[src/nvrtc_pkg.sv]
// Constants, types and register map of the nonvolatile clock register file.
// Assumes a 50 MHz core clock and a byte-wide host port that is synchronous to it.
package nvrtc_pkg;
	// Register offsets in the host address space.
	localparam logic [12:0] A_BASE = 13'h1ff0;
	localparam logic [12:0] A_FLAGS = 13'h1ff0;
	localparam logic [12:0] A_SPARE = 13'h1ff1;
	localparam logic [12:0] A_ALM_SEC = 13'h1ff2;
	localparam logic [12:0] A_ALM_MIN = 13'h1ff3;
	localparam logic [12:0] A_ALM_HR = 13'h1ff4;
	localparam logic [12:0] A_ALM_DATE = 13'h1ff5;
	localparam logic [12:0] A_IRQ_EN = 13'h1ff6;
	localparam logic [12:0] A_WDOG = 13'h1ff7;
	localparam logic [12:0] A_CTRL = 13'h1ff8;
	localparam logic [12:0] A_SEC = 13'h1ff9;
	localparam logic [12:0] A_MIN = 13'h1ffa;
	localparam logic [12:0] A_HR = 13'h1ffb;
	localparam logic [12:0] A_DAY = 13'h1ffc;
	localparam logic [12:0] A_DATE = 13'h1ffd;
	localparam logic [12:0] A_MON = 13'h1ffe;
	localparam logic [12:0] A_YEAR = 13'h1fff;
	// Value fields inside the timekeeping and alarm bytes.
	localparam logic [7:0] M_SEC = 8'h7f;
	localparam logic [7:0] M_HOUR = 8'h3f;
	localparam logic [7:0] M_DAY = 8'h07;
	localparam logic [7:0] M_DATE = 8'h3f;
	localparam logic [7:0] M_MON = 8'h1f;
	localparam logic [7:0] M_YEAR = 8'hff;
	// Field ranges.
	localparam logic [7:0] SEC_MAX = 8'h59;
	localparam logic [7:0] HOUR_MAX = 8'h23;
	localparam logic [7:0] DAY_MAX = 8'h07;
	localparam logic [7:0] MON_MAX = 8'h12;
	localparam logic [7:0] YEAR_MAX = 8'h99;
	localparam logic [7:0] ZERO_MIN = 8'h00;
	localparam logic [7:0] ONE_MIN = 8'h01;
	// Bit positions.
	localparam int B_WRITE = 7;
	localparam int B_READ = 6;
	localparam int B_OSC = 7;
	localparam int B_WDOG_FLAG = 7;
	localparam int B_ALM_FLAG = 6;
	localparam int B_BAT_LOW = 4;
	localparam int B_MASK = 7;
	localparam int B_AIRQ_EN = 7;
	localparam int B_ABK_EN = 5;
	localparam int B_FT = 6;
	// Reset values.
	localparam logic OSC_STOP_RST = 1'b1;
	localparam logic [7:0] REG_RST = 8'h00;
	localparam logic [7:0] CAL_RST = 8'h01;
	// Timing.
	localparam int unsigned CLK_HZ = 50_000_000;
	localparam int unsigned RST_HOLD_MS = 40;
	localparam int unsigned RST_HOLD_CYC = CLK_HZ / 1000 * RST_HOLD_MS;
	localparam int unsigned SEC_S = 1;
	localparam int unsigned SEC_CYC = CLK_HZ * SEC_S;
	typedef enum logic [1:0] {
		PWR_FAIL = 2'b00,
		PWR_HOLD = 2'b01,
		PWR_OK = 2'b11
	} nvrtc_pwr_e;
	typedef struct packed {
		logic ce_n;
		logic oe_n;
		logic we_n;
		logic [12:0] addr;
		logic [7:0] data;
	} nvrtc_host_s;
endpackage

[src/nvrtc_core.sv]
// Register file of a battery-backed clock: timekeeping, alarm, control and flags.
// Assumes host strobes, supply monitor and battery monitor arrive as logic levels.
// Contract
// RULE1: Supply below trip level blocks every register read and write.
// RULE2: Backup stays off until supply first rises; then stays enabled.
// RULE3: Flags hold watchdog bit 7, alarm bit 6, read-only battery-low bit 4. Here watchdog bit 7 always reads 0.
// RULE4: Reset pin low during supply fail and 40 to 200 ms after return.
// RULE5: Reset timing uses the core clock, not the stoppable oscillator.
// RULE6: Time registers hold packed BCD in 24-hour ranges.
// RULE7: Seconds bit 7 is the oscillator stop bit; seconds below it.
// RULE8: Writing 1 stops the oscillator and counting; 0 restarts it.
// RULE9: After reset the oscillator is stopped and its stop bit reads 1.
// RULE10: Read-halt bit 6 of control stops copying counters to visible registers.
// RULE11: Visible registers freeze at the count when the halt was set.
// RULE12: Internal counters keep advancing under either halt.
// RULE13: Visible refresh resumes within one second of clearing read-halt.
// RULE14: Host should set read-halt before a multi-byte time read.
// RULE15: Write bit 7 of control halts updates of control through year.
// RULE16: Clearing the write bit copies written values into the counters.
// RULE17: Unused timekeeping bits are storage under the same halt gating.
// RULE18: Unused alarm, enable and spare bits are plain ungated storage.
// RULE19: Watchdog byte: steering bit 7, multiplier 6..2, resolution 1..0.
// RULE20: Enable byte: alarm interrupt enable bit 7, backup alarm bit 5.
// RULE21: Four alarm bytes carry a mask in bit 7 and BCD below.
// RULE22: Frequency-test enable is bit 6 of weekday; day in bits 2..0. Here bit 6 is only stored; irq_freq_out_n never toggles.
// RULE23: Watchdog resolution codes select 1/16, 1/4, 1 and 4 seconds.
// RULE24: Time matching alarm under the mask setting sets the alarm flag.
// RULE25: Any flags access clears the interrupt; flag clears after the access.
// RULE26: Host strobes are synchronised before registers act on them.
`timescale 1ns/1ps
`default_nettype none
module nvrtc_core
	import nvrtc_pkg::*;
#(
	parameter int unsigned RST_HOLD_CYCLES = RST_HOLD_CYC,
	parameter int unsigned SEC_CYCLES = SEC_CYC
) (
	// Clock, reset and clock enable.
	input wire logic core_clk,
	input wire logic rst_n,
	input wire logic clk_en,
	// Host memory-style port.
	input wire nvrtc_host_s host,
	output logic [7:0] dq_out,
	output logic dq_oe,
	// Supply and battery monitors.
	input wire logic power_fail_level,
	input wire logic battery_low_flag,
	output logic backup_enable,
	// Open-drain reset and interrupt pins.
	output logic rst_pin_o,
	output logic rst_pin_oe,
	output logic irq_freq_out_n,
	output logic irq_pin_oe
);
	logic [2:0] strb_s1_q, strb_s1_d, strb_s2_q, strb_s2_d;
	logic in_win, wr_act, rd_act, wr_hit, wr_end, flag_acc;
	logic [3:0] idx;
	nvrtc_pwr_e pwr_q, pwr_d;
	logic [31:0] hold_cnt_q, hold_cnt_d, pre_q, pre_d;
	logic backup_q, backup_d, rst_oe_q, rst_oe_d, drive_low_q, tick_q, tick_d;
	logic [7:0] ext_q [0:15];
	logic [7:0] ext_d [0:15];
	logic [7:0] int_q [9:15];
	logic [7:0] int_d [9:15];
	logic osc_q, osc_d, af_q, af_d, irq_q, irq_d, wr_prev_q, wr_prev_d, facc_q, facc_d;
	logic [3:0] wr_idx_q, wr_idx_d;
	logic [7:0] wr_data_q, wr_data_d, dq_out_q, dq_out_d, wdog_unit;
	logic dq_oe_q, dq_oe_d, alarm_evt, hit;
	logic [5:0] cy;
	logic [3:0] am;
	logic eq_s, eq_m, eq_h, eq_d;

	// Advances one masked BCD field, wrapping from hi back to lo.
	function automatic logic [7:0] bump(input logic [7:0] v, input logic [7:0] m,
		input logic [7:0] lo, input logic [7:0] hi);
		logic [7:0] f;
		f = v & m;
		if (f == hi) begin
			f = lo;
		end else if (f[3:0] == 4'h9) begin
			f = {f[7:4] + 4'h1, 4'h0};
		end else begin
			f = {f[7:4], f[3:0] + 4'h1};
		end
		return (v & ~m) | (f & m);
	endfunction

	// Last date of a month; the year is two BCD digits, so every fourth year is long.
	function automatic logic [7:0] month_end(input logic [7:0] mon, input logic [7:0] yr);
		logic leap;
		leap = yr[4] ? (yr[3:0] == 4'h2 || yr[3:0] == 4'h6) :
			(yr[3:0] == 4'h0 || yr[3:0] == 4'h4 || yr[3:0] == 4'h8);
		case (mon)
			8'h02: month_end = leap ? 8'h29 : 8'h28;
			8'h04, 8'h06, 8'h09, 8'h11: month_end = 8'h30;
			default: month_end = 8'h31;
		endcase
	endfunction

	// Strobe synchroniser; address and data are sampled directly.
	always_comb begin
		strb_s1_d = {host.ce_n, host.oe_n, host.we_n};
		strb_s2_d = strb_s1_q;
	end
	always_ff @(posedge core_clk) begin
		if (!rst_n) begin
			strb_s1_q <= 3'h7;
			strb_s2_q <= 3'h7;
		end else if (clk_en) begin
			strb_s1_q <= strb_s1_d; // see RULE26
			strb_s2_q <= strb_s2_d;
		end
	end

	assign idx = host.addr[3:0];
	assign in_win = host.addr[12:4] == A_BASE[12:4];
	assign wr_act = !strb_s2_q[2] && !strb_s2_q[0] && !power_fail_level; // see RULE1
	assign rd_act = !strb_s2_q[2] && !strb_s2_q[1] && strb_s2_q[0] && !power_fail_level; // see RULE1
	assign wr_hit = wr_act && in_win;
	// A write lands when its strobes end, so a half-seen cycle never reaches the registers.
	assign wr_end = wr_prev_q && !wr_hit && !power_fail_level;
	assign flag_acc = (wr_act || rd_act) && in_win && idx == A_FLAGS[3:0];
	assign wdog_unit = 8'h01 << {ext_q[A_WDOG[3:0]][1:0], 1'b0}; // see RULE23
	// Supply supervisor on the core clock, so it runs with the oscillator stopped.
	always_comb begin
		pwr_d = pwr_q;
		hold_cnt_d = hold_cnt_q;
		backup_d = backup_q;
		if (!power_fail_level) begin
			backup_d = 1'b1; // see RULE2
		end
		case (pwr_q)
			PWR_FAIL: begin
				hold_cnt_d = 32'h0;
				if (!power_fail_level) begin
					pwr_d = PWR_HOLD;
				end
			end
			PWR_HOLD: begin
				if (power_fail_level) begin
					pwr_d = PWR_FAIL;
				end else if (hold_cnt_q == RST_HOLD_CYCLES - 1) begin
					pwr_d = PWR_OK; // see RULE4 RULE5
				end else begin
					hold_cnt_d = hold_cnt_q + 32'h1;
				end
			end
			PWR_OK: begin
				if (power_fail_level) begin
					pwr_d = PWR_FAIL;
				end
			end
			default: pwr_d = PWR_FAIL;
		endcase
		rst_oe_d = pwr_d != PWR_OK; // see RULE4
	end
	always_ff @(posedge core_clk) begin
		if (!rst_n) begin
			pwr_q <= PWR_FAIL;
			hold_cnt_q <= 32'h0;
			backup_q <= 1'b0;
			rst_oe_q <= 1'b1;
			drive_low_q <= 1'b0;
		end else if (clk_en) begin
			pwr_q <= pwr_d;
			hold_cnt_q <= hold_cnt_d;
			backup_q <= backup_d;
			rst_oe_q <= rst_oe_d;
		end
	end

	// One-second prescaler, cleared and held at zero while the oscillator is stopped.
	always_comb begin
		tick_d = 1'b0;
		pre_d = pre_q + 32'h1;
		if (osc_q) begin
			pre_d = 32'h0; // see RULE8
		end else if (pre_q == SEC_CYCLES - 1) begin
			pre_d = 32'h0;
			tick_d = 1'b1;
		end
	end
	always_ff @(posedge core_clk) begin
		if (!rst_n) begin
			pre_q <= 32'h0;
			tick_q <= 1'b0;
		end else if (clk_en) begin
			pre_q <= pre_d;
			tick_q <= tick_d;
		end
	end

	// Registers, counters, alarm and host access.
	always_comb begin
		ext_d = ext_q;
		int_d = int_q;
		osc_d = osc_q;
		af_d = af_q;
		irq_d = irq_q;
		facc_d = flag_acc;
		wr_prev_d = wr_hit;
		wr_idx_d = wr_idx_q;
		wr_data_d = wr_data_q;
		// The internal set counts regardless of both halt bits.
		cy[0] = tick_q; // see RULE12
		cy[1] = cy[0] && (int_q[9] & M_SEC) == SEC_MAX;
		cy[2] = cy[1] && (int_q[10] & M_SEC) == SEC_MAX;
		cy[3] = cy[2] && (int_q[11] & M_HOUR) == HOUR_MAX;
		cy[4] = cy[3] && (int_q[13] & M_DATE) == month_end(int_q[14] & M_MON, int_q[15]);
		cy[5] = cy[4] && (int_q[14] & M_MON) == MON_MAX;
		if (cy[0]) int_d[9] = bump(int_q[9], M_SEC, ZERO_MIN, SEC_MAX); // see RULE6
		if (cy[1]) int_d[10] = bump(int_q[10], M_SEC, ZERO_MIN, SEC_MAX);
		if (cy[2]) int_d[11] = bump(int_q[11], M_HOUR, ZERO_MIN, HOUR_MAX);
		if (cy[3]) int_d[12] = bump(int_q[12], M_DAY, ONE_MIN, DAY_MAX); // see RULE22
		if (cy[3]) int_d[13] = bump(int_q[13], M_DATE, ONE_MIN, month_end(int_q[14] & M_MON, int_q[15]));
		if (cy[4]) int_d[14] = bump(int_q[14], M_MON, ONE_MIN, MON_MAX);
		if (cy[5]) int_d[15] = bump(int_q[15], M_YEAR, ZERO_MIN, YEAR_MAX);
		// Visible copy follows the counters, spare bits included, unless a halt bit is set.
		if (!ext_q[A_CTRL[3:0]][B_WRITE] && !ext_q[A_CTRL[3:0]][B_READ]) begin
			for (int i = 9; i < 16; i++) begin
				ext_d[i] = int_q[i]; // see RULE10 RULE11 RULE13 RULE15 RULE17
			end
		end
		// Alarm compare against the new count; unlisted mask patterns fire each second.
		am = {ext_q[A_ALM_DATE[3:0]][B_MASK], ext_q[A_ALM_HR[3:0]][B_MASK],
			ext_q[A_ALM_MIN[3:0]][B_MASK], ext_q[A_ALM_SEC[3:0]][B_MASK]}; // see RULE21
		eq_s = (int_d[9] & M_SEC) == (ext_q[A_ALM_SEC[3:0]] & M_SEC);
		eq_m = (int_d[10] & M_SEC) == (ext_q[A_ALM_MIN[3:0]] & M_SEC);
		eq_h = (int_d[11] & M_HOUR) == (ext_q[A_ALM_HR[3:0]] & M_HOUR);
		eq_d = (int_d[13] & M_DATE) == (ext_q[A_ALM_DATE[3:0]] & M_DATE);
		case (am)
			4'hf: hit = 1'b1;
			4'he: hit = eq_s;
			4'hc: hit = eq_s && eq_m;
			4'h8: hit = eq_s && eq_m && eq_h;
			4'h0: hit = eq_s && eq_m && eq_h && eq_d;
			default: hit = 1'b1;
		endcase
		alarm_evt = tick_q && hit;
		// Enables drop on the way up from a supply failure.
		if (pwr_q == PWR_FAIL && !power_fail_level) begin
			ext_d[A_IRQ_EN[3:0]][B_AIRQ_EN] = 1'b0;
			ext_d[A_IRQ_EN[3:0]][B_ABK_EN] = 1'b0;
		end
		// Host writes: capture while the strobes stand, commit when they end.
		if (wr_hit) begin
			wr_idx_d = idx;
			wr_data_d = host.data;
		end
		if (wr_end) begin
			case (wr_idx_q)
				A_FLAGS[3:0]: ; // see RULE3
				A_SEC[3:0]: begin
					ext_d[A_SEC[3:0]] = wr_data_q;
					osc_d = wr_data_q[B_OSC]; // see RULE7 RULE8
				end
				default: ext_d[wr_idx_q] = wr_data_q; // see RULE18 RULE19 RULE20
			endcase
			if (wr_idx_q == A_CTRL[3:0] && ext_q[A_CTRL[3:0]][B_WRITE] && !wr_data_q[B_WRITE]) begin
				for (int i = 9; i < 16; i++) begin
					int_d[i] = ext_q[i]; // see RULE16
				end
				int_d[9][B_OSC] = 1'b0;
			end
		end
		// Flags access drops the interrupt at once and the flag after the access.
		if (flag_acc) begin
			irq_d = 1'b0; // see RULE25
		end
		if (facc_q && !flag_acc) begin
			af_d = 1'b0; // see RULE25
		end
		// A new alarm outranks a clear in the same cycle.
		if (alarm_evt) begin
			af_d = 1'b1; // see RULE24
			if (ext_q[A_IRQ_EN[3:0]][B_AIRQ_EN] && (!power_fail_level || ext_q[A_IRQ_EN[3:0]][B_ABK_EN])) begin
				irq_d = 1'b1;
			end
		end
		// Read data path; watchdog flag reads 0 as the watchdog timer is not built here.
		dq_oe_d = rd_act && in_win;
		case (idx)
			A_FLAGS[3:0]: dq_out_d = {1'b0, af_q, 1'b0, battery_low_flag, 4'h0}; // see RULE3
			A_SEC[3:0]: dq_out_d = {osc_q, ext_q[A_SEC[3:0]][6:0]}; // see RULE7
			default: dq_out_d = ext_q[idx];
		endcase
	end
	always_ff @(posedge core_clk) begin
		if (!rst_n) begin
			for (int i = 0; i < 16; i++) begin
				ext_q[i] <= REG_RST; // see RULE19 RULE20
			end
			for (int i = 9; i < 16; i++) begin
				int_q[i] <= REG_RST;
			end
			ext_q[A_DAY[3:0]] <= CAL_RST;
			ext_q[A_DATE[3:0]] <= CAL_RST;
			ext_q[A_MON[3:0]] <= CAL_RST;
			int_q[A_DAY[3:0]] <= CAL_RST;
			int_q[A_DATE[3:0]] <= CAL_RST;
			int_q[A_MON[3:0]] <= CAL_RST;
			osc_q <= OSC_STOP_RST; // see RULE9
			af_q <= 1'b0;
			irq_q <= 1'b0;
			facc_q <= 1'b0;
			wr_prev_q <= 1'b0;
			wr_idx_q <= 4'h0;
			wr_data_q <= 8'h00;
			dq_out_q <= 8'h00;
			dq_oe_q <= 1'b0;
		end else if (clk_en) begin
			ext_q <= ext_d;
			int_q <= int_d;
			osc_q <= osc_d;
			af_q <= af_d;
			irq_q <= irq_d;
			facc_q <= facc_d;
			wr_prev_q <= wr_prev_d;
			wr_idx_q <= wr_idx_d;
			wr_data_q <= wr_data_d;
			dq_out_q <= dq_out_d;
			dq_oe_q <= dq_oe_d;
		end
	end

	assign dq_out = dq_out_q;
	assign dq_oe = dq_oe_q;
	assign backup_enable = backup_q;
	assign rst_pin_o = drive_low_q;
	assign rst_pin_oe = rst_oe_q;
	assign irq_freq_out_n = drive_low_q;
	assign irq_pin_oe = irq_q;
endmodule
`default_nettype wire

[config.mk]
export PLATFORM = sky130hd
export DESIGN_NAME = nvrtc_core
export DESIGN_NICKNAME = d
export VERILOG_FILES = /design/src/nvrtc_pkg.sv /design/src/nvrtc_core.sv
export SDC_FILE = /design/constraint.sdc
export NUM_CORES = 1
export LEC_CHECK = 0
export ABC_CLOCK_PERIOD_IN_PS = 6170
export BUFFER_PORTS_ARGS = -buffer_cell sky130_fd_sc_hd__buf_2
export CAP_MARGIN = 10
export CORE_ASPECT_RATIO = 0.75
export CORE_MARGIN = 10
export CORE_UTILIZATION = 30
export CTS_BUF_LIST = sky130_fd_sc_hd__clkbuf_8 sky130_fd_sc_hd__clkbuf_16
export DETAILED_ROUTE_END_ITERATION = 7
export GPL_ROUTABILITY_DRIVEN = 0
export MAX_ROUTING_LAYER = met4
export SKIP_LAST_GASP = 1
export SLEW_MARGIN = 10
export SYNTH_ARGS = -nofsm -noshare
export SYNTH_HDL_FRONTEND = slang
export SYNTH_SLANG_ARGS = --single-unit
export TNS_END_PERCENT = 50
[constraint.sdc]
create_clock -name core_clk -period 6.17 [get_ports core_clk]
set_input_delay 1.851 -clock core_clk [delete_from_list [all_inputs] [get_ports core_clk]]
set_output_delay 1.851 -clock core_clk [all_outputs]
set_load 0.005 [all_outputs]
==> results of run 1 <==
==> layer usage <==
metal	global-route usage	vias up	share of wire
li1	-	6212	-
met1	0.218	6391	0.48
met2	0.214	507	0.39
met3	0.0498	98	0.099
met4	0.0467	0	0.029
met5	-	-	0
==> state kept, by name, summed over array words and instances (netlist names), 2 cells and up <==
name	count
strb_s2_q	3
wr_data_q	8
int_q	55
strb_s1_q	3
pre_q	32
dq_out	8
am	4
hold_cnt_q	32
pwr_q	2
ext_q	115
wr_idx_q	4
==> synthesized netlist by cell type (18+ instances only) <==
cell and count:
dfxtp_1 275, nand2_1 176, o21ai_0 160, nor2_1 129
a21oi_1 107, mux2i_1 99, nor2b_1 95, clkbuf_1 91
nand3_1 86, or3_1 49, xor2_1 47, a21boi_0 39
xnor2_1 31, inv_1 30, o211ai_1 26, mux4_2 25
buf_2 21, nor3_1 20, ha_1 19, nor4_1 19
nand4_1 18
==> critical path, cell delays in order <==
cell and delay [ns]:
buf_2 0.08, nand4_1 0.11, o41ai_1 0.87, or3_1 0.40, or4_1 0.80, buf_4 0.35, nand3_1 0.09, o21ai_0 0.09
nand2_1 0.06, o21ai_0 0.08, nand2_1 0.07
==> placed cells by master, fill, tap and decap left out, drive strengths merged, types with 31 or more instances in the layout <==
master / n
o21ai: 164
or3: 50
inv: 36
buf: 60
nor2: 129
xnor2: 31
a21oi: 108
clkbuf: 35
dfxtp: 275
nand2: 178
a21boi: 43
mux2i: 99
nand3: 86
xor2: 47
nor2b: 95
==> logic make-up (layout without fill, tap and decap cells) <==
kind of cell             after synthesis  count (layout)  synth area share
AND/OR/NAND/NOR                      683             683             0.239
AO/OA/AOI/OAI                        419             419             0.171
flip-flops                           275             275             0.372
buffers and inverters                155             143            0.0429
multiplexers                         134             134             0.113
XOR/XNOR                              78              78            0.0462
adder cells (fa/ha/maj)               19              19            0.0161
other                                  1               3          0.000253
==> area by class of cell <==
class                           instances  area share
Antenna cell                            1    0.000152
Clock buffer                           35      0.0491
Clock inverter                         18      0.0102
Inverter                               30     0.00684
Multi-Input combinational cell       1335       0.527
Sequential cell                       275       0.334
Tap cell                              648      0.0492
Timing Repair Buffer                   60      0.0230
==> through the flow <==
stage,area (µm²),worst slack (ns),cells
global route,16500,1.60,2401
global placement,15500,1.16,2347
detailed placement,15500,1.16,2347
CTS,16500,1.75,2400
finish,16500,1.75,2402
floorplan,14800,2.31,1765
==> power by group <==
part           switching (mW)  internal, mW  leakage (nW)
sequential             0.0283          1.80          2.23
combinational           0.121        0.0702          3.39
clock                   0.759          1.05         0.508
==> worst max-delay path by stage <==
| stage | from | cells after the start | endpoint | slack [ns] |
|---|---|---|---|---|
| 2_1_floorplan | host[8] | 8 | dq_out[6]$_SDFFE_PN0P_ | 2.31 |
| 6_report | host[17] | 11 | int_q[8]$_SDFFE_PN1P_ | 1.75 |
| 4_1_cts | host[17] | 9 | int_q[21]$_SDFFE_PN0P_ | 1.75 |
| 5_1_grt | power_fail_level | 8 | int_q[23]$_SDFFE_PN0P_ | 1.60 |
| 3_3_place_gp | host[18] | 11 | int_q[8]$_SDFFE_PN1P_ | 1.16 |
| 3_5_place_dp | host[17] | 11 | int_q[8]$_SDFFE_PN1P_ | 1.16 |
==> results by group, run 1 <==
Global routing
  – Largest net degree at the start of global routing: 112
  – Antenna violations before repair: 1
  – Vias in the first global route: 12400
  – Overflow after GRT: 0
  – First-pass GRT wire length: 73100 µm
  – Overall routing resource usage: 0.158

Timing
  – Total negative slack: 0 ns
  – Worst rel slew slack: 0.179
  – RSZ-0062 raised after global routing: false
  – Minimum clock period: 4.42 ns
  – Achievable Freq: 0.226 GHz
  – Hold Slack: 0.463 ns
  – Final hold vios: 0
  – Setup Skew: 0.0124 ns
  – Final period utilization: 0.717
  – # setup viols final: 0
  – Least-Margin Pin Slew: 1.23 ns
  – Max Transition Viols Final: 0

Worst setup path
  – Worst setup path category: input port to flop
  – Worst Path Arrival: 4.87 ns
  – Worst Setup Start Kind: input port
  – CP max FO: 20
  – R2R depth: 10
  – R2R Path End: irq_pin_oe$_SDFFE_PN0P_
  – R2R setup slack: 1.94 ns
  – Crit end category: flop
  – Worst R2R Start: int_q[48]$_SDFFE_PN0P_
  – Worst Path Required: 6.61 ns

Yosys
  – Top cell type's share of synthesized area: 0.372
  – Number of synthesized flops with an enable pin: 0
  – Ys async rst share: 0
  – Distinct cells, synth: 84
  – Number of synthesized register bits: 275
  – Post-Syn Area: 14800 µm²
  – Top cells by area, synth: dfxtp_1, mux2i_1, o21ai_0, nand2_1, nor2b_1
  – Avg Cell Area, Syn: 8.39 µm²
  – Sequential area share after synthesis: 0.372
  – Yosys warning count: 0
  – Yosys top cell by area: dfxtp_1
  – Top FF cell, synth: dfxtp_1
  – Cells after Synth: 1764

Clock network
  – Hold_buf cts: 0
  – Max H-tree Level: 1
  – CTS tree: yes
  – # Post-CTS Setup Buffers: 0
  – Clock-pin slew on the worst setup and hold paths: 0.06 ns
  – Post-CTS Resized: 0
  – Number of buffers created by CTS: 29
  – Sink Count: 275
  – CTS Root Cell: clkbuf_16
  – Later-pin clock latency in the skew report: 0.58 ns
  – Clock tree buffer depth: 3

Hold path
  – Hold WC Path Type: flop to flop
  – Worst min-delay path endpoint: af_q$_SDFFE_PN0P_
  – Hold Startpoint: af_q$_SDFFE_PN0P_
  – Worst hold path depth: 2

Routing
  – Wire length per cell: 19.5 µm
  – Vias/cell: 5.50
  – Residual DRC: 0
  – Total wire length: 46900 µm
  – Vias: 13200
  – Initial DRC Count: 1429
  – First-pass DRT Iterations: 5
  – Routed Antenna Nets: 0

Floorplan
  – Placeable Area: 48800 µm²
  – IO Count: 43
  – Starting Density: 0.303
  – Chip height: 212 µm
  – Die width: 276 µm
  – Die area: 58700 µm²
  – FP Rows: 70

Final layout
  – Fillers: 5030
  – Storage cell area: 5510 µm²
  – Final #Nets: 1779
  – Share of layout cells above drive strength 1: 0.0975
  – Layout Utilization: 0.338
  – Multi-input logic area: 8690 µm²
  – Synth-to-Final Area Change: 11.3%

Place
  – Post-DP HPWL: 32100 µm
  – Port Buffers: 40

Power
  – Pwr Density: 233 nW/µm²
  – Peak supply drop: 0.000196 V
  – Total power draw: 3.83 mW
  – Leakage power: 6.13 nW

Run
  – Max cap viols: 0

Outcome
  – Status: complete, no violations
Note: power is estimated with default switching activity, not from simulation.
==> run 2, diff against run 1 <==
--- a/config.mk
+++ b/config.mk
@@ -5,7 +5,7 @@
 export SDC_FILE = /design/constraint.sdc
 export NUM_CORES = 1
 export LEC_CHECK = 0
-export ABC_CLOCK_PERIOD_IN_PS = 6170
+export ABC_CLOCK_PERIOD_IN_PS = 3700
 export BUFFER_PORTS_ARGS = -buffer_cell sky130_fd_sc_hd__buf_2
 export CAP_MARGIN = 10
 export CORE_ASPECT_RATIO = 0.75
==> constraint.sdc (replaced) <==
create_clock -name core_clk -period 3.7 [get_ports core_clk]
set_input_delay 1.11 -clock core_clk [delete_from_list [all_inputs] [get_ports core_clk]]
set_output_delay 1.11 -clock core_clk [all_outputs]
set_load 0.005 [all_outputs]
==> run 2 against run 1 <==
  * Die area is the same
  * Global-route usage down 0.25 points
  * Setup slack worse by 1.6 ns
  * Non-clock buffer count up 29
  * Cell count grew 1.2%
  * Sequential share of layout area fell by 0.71 points
  * First-iteration DRC count grew 11%
  * Core utilization increased by 0.73 points
  * Register-to-register slack lost 1.8 ns
==> results by group, run 2 (synthesized netlist as in run 1, its figures left out) <==
Place
  – Port Buffers: 40 (unchanged)
  – Post-DP HPWL: 31900 µm (was 32100 µm)
  – Area post-placement: 15700 µm² (was 15500 µm²)

Worst setup path
  – R2R setup slack: 0.17 ns (was 1.94 ns)
  – Worst Setup Start Kind: flop (was input port)
  – Worst setup path category: flop to flop (was input port to flop)
  – Critical path's top delay family: simple AND/OR/NAND/NOR gates (unchanged)
  – Crit end category: flop (unchanged)
  – Worst Path Arrival: 4.02 ns (was 4.87 ns)
  – Worst Path Required: 4.19 ns (was 6.61 ns)
  – Worst path cell trace: nor3_1, nand3_1, and2_4, a211oi_2, buf_4, and3_1, nand2_2, or3_1, a21oi_1, a31oi_1, a21boi_1 (was buf_2, nand4_1, o41ai_1, or3_1, or4_1, buf_4, nand3_1, o21ai_0, nand2_1, o21ai_0, nand2_1)
  – CP max FO: 14 (was 20)
  – Slowest cell on crit path: nor3_1 (was o41ai_1)
  – Crit-path max cell delay: 0.64 ns (was 0.87 ns)
  – CP Buf/Inv Count: 1 (was 2)

Clock network
  – Later-pin clock latency in the skew report: 0.58 ns (about the same)
  – Number of buffers created by CTS: 29 (unchanged)
  – Clock tree buffer depth: 3 (unchanged)
  – # Post-CTS Setup Buffers: 0 (unchanged)
  – CTS tree: yes (unchanged)
  – Hold_buf cts: 0 (unchanged)
  – Sink Count: 275 (unchanged)
  – Clock-pin slew on the worst setup and hold paths: 0.06 ns (about the same)
  – Post-CTS Resized: 0 (unchanged)
  – CTS Root Cell: clkbuf_16 (unchanged)
  – Max H-tree Level: 1 (unchanged)

Global routing
  – Largest net degree at the start of global routing: 220 (was 112)
  – First-pass GRT wire length: 72500 µm (was 73100 µm)
  – Overflow after GRT: 0 (unchanged)
  – Antenna violations before repair: 1 (unchanged)
  – Overall routing resource usage: 0.155 (was 0.158)
  – Vias in the first global route: 12400 (about the same)

Routing
  – First-pass DRT Iterations: 6 (was 5)
  – Wire length per cell: 19.0 µm (was 19.5 µm)
  – DR WL met3: 4310 µm (was 4660 µm)
  – Initial DRC Count: 1581 (was 1429)
  – Met2 Wirelength: 18900 µm (was 18500 µm)
  – Total wire length: 46300 µm (was 46900 µm)
  – Residual DRC: 0 (unchanged)
  – Vias/cell: 5.49 (was 5.50)
  – Top sig layer: met4 (unchanged)
  – Met1 Wirelength: 22300 µm (was 22400 µm)
  – Vias: 13300 (was 13200)
  – Routed Antenna Nets: 0 (unchanged)

Power
  – Total power draw: 6.74 mW (was 3.83 mW)
  – Peak supply drop: 0.000369 V (was 0.000196 V)
  – P_sw: 1.53 mW (was 908 µW)
  – Pwr Density: 400 nW/µm² (was 233 nW/µm²)
  – Leakage power: 6.32 nW (was 6.13 nW)
  – P_int: 5.21 mW (was 2.92 mW)
  – Clock share of power: 0.500 (was 0.473)
  – Comb power frac: 0.047 (was 0.050)
  – Share of power burned in registers: 0.453 (was 0.477)
  – Sw frac: 0.227 (was 0.237)

Timing
  – Minimum clock period: 3.53 ns
  – Max Transition Viols Final: 0 (unchanged)
  – Total negative slack: 0 ns (unchanged)
  – Achievable Freq: 0.284 GHz
  – Final hold vios: 0 (unchanged)
  – Setup Skew: 0.0307 ns (was 0.0124 ns)
  – Final period utilization: 0.953
  – # setup viols final: 0 (unchanged)
  – Least-Margin Pin Slew: 1.23 ns (about the same)
  – Worst rel slew slack: 0.181 (was 0.179)
  – RSZ-0062 raised after global routing: false (unchanged)
  – Hold Slack: 0.457 ns (was 0.463 ns)

Floorplan
  – Starting Density: 0.303 (unchanged)
  – Placeable Area: 48800 µm² (unchanged)
  – IO Count: 43 (unchanged)
  – Die width: 276 µm (unchanged)
  – FP Rows: 70 (unchanged)
  – Die area: 58700 µm² (unchanged)
  – Chip height: 212 µm (unchanged)

Final layout
  – Layout Utilization: 0.345 (was 0.338)
  – Commonest non-fill, non-tap cells in the layout: dfxtp_1, nand2_1, o21ai_0, nor2_1, a21oi_1 (unchanged)
  – Final #Nets: 1808 (was 1779)
  – Post-route cell area: 16800 µm² (was 16500 µm²)
  – Multi-input logic area: 8680 µm² (was 8690 µm²)
  – Fillers: 4992 (was 5030)
  – Storage cell area: 5510 µm² (unchanged)
  – Max FFs per register: 115 (unchanged)
  – Synth-to-Final Area Change: 13.8% (was 11.3%)
  – Share of layout cells above drive strength 1: 0.112 (was 0.0975)
  – Top reg by flops: ext_q (unchanged)
  – Biggest regs: ext_q x115, int_q x55 (unchanged)
  – Commonest non-fill, non-tap cell in the layout: dfxtp_1 (unchanged)

Hold path
  – Hold WC Path Type: flop to flop (unchanged)

Run
  – Max cap viols: 0 (unchanged)

Outcome
  – Status: complete, no violations (unchanged)
## run 2: cell count changes in the layout (fill, tap and decap cells not counted), sizes merged
cell / delta
clkinv: -4
buf: +29
clkbuf: -1
bufinv: +5
clkinvlp: +1
## run 2: cell type report
| cell class | instances | area share |
|---|---|---|
| Antenna cell | 1 | 0.000149 |
| Clock buffer | 34 | 0.0472 |
| Clock inverter | 20 | 0.0185 |
| Inverter | 30 | 0.00669 |
| Multi-Input combinational cell | 1335 | 0.516 |
| Sequential cell | 275 | 0.327 |
| Tap cell | 648 | 0.0482 |
| Timing Repair Buffer | 89 | 0.0365 |
## run 2: power by group through the flow
stage / registers [mW] / clock network, mW / logic (mW)
floorplan: 3.09 / 0 / 0.217
global placement: 3.11 / 0 / 0.308
detailed placement: 3.11 / 0 / 0.311
CTS: 3.05 / 3.42 / 0.312
global route: 3.05 / 3.55 / 0.344
finish: 3.05 / 3.37 / 0.317
## run 2: path summary, 6_finish.rpt
check,start,endpoint,depth (start not counted)
setup reg to reg,int_q[8]$_SDFFE_PN1P_,int_q[7]$_SDFFE_PN0P_,11
hold reg to reg,int_q[38]$_SDFFE_PN0P_,int_q[38]$_SDFFE_PN0P_,2
hold / removal,int_q[38]$_SDFFE_PN0P_,int_q[38]$_SDFFE_PN0P_,2
setup / recovery,int_q[8]$_SDFFE_PN1P_,int_q[7]$_SDFFE_PN0P_,11
## run 2: worst register-to-register path, cell delays in order (launching register included)
cell and delay (ns):
dfxtp_1 0.45, nor3_1 0.64, nand3_1 0.22, and2_4 0.22, a211oi_2 0.52, buf_4 0.22
and3_1 0.29, nand2_2 0.16, or3_1 0.36, a21oi_1 0.15, a31oi_1 0.05, a21boi_1 0.17
## run 2: stage by stage
stage | worst slack (ns) | cells
2_1_floorplan | 0.578 | 1765
3_3_place_gp | -0.00445 | 2377
3_5_place_dp | -0.0688 | 2377
4_1_cts | 0.310 | 2431
5_1_grt | 0.0223 | 2432
6_report | 0.174 | 2432
## run 2: routing by layer
layer	up-vias	global-route usage
met4	0	0.0309
met3	58	0.0323
met5	-	-
met2	533	0.218
met1	6476	0.224
li1	6273	-
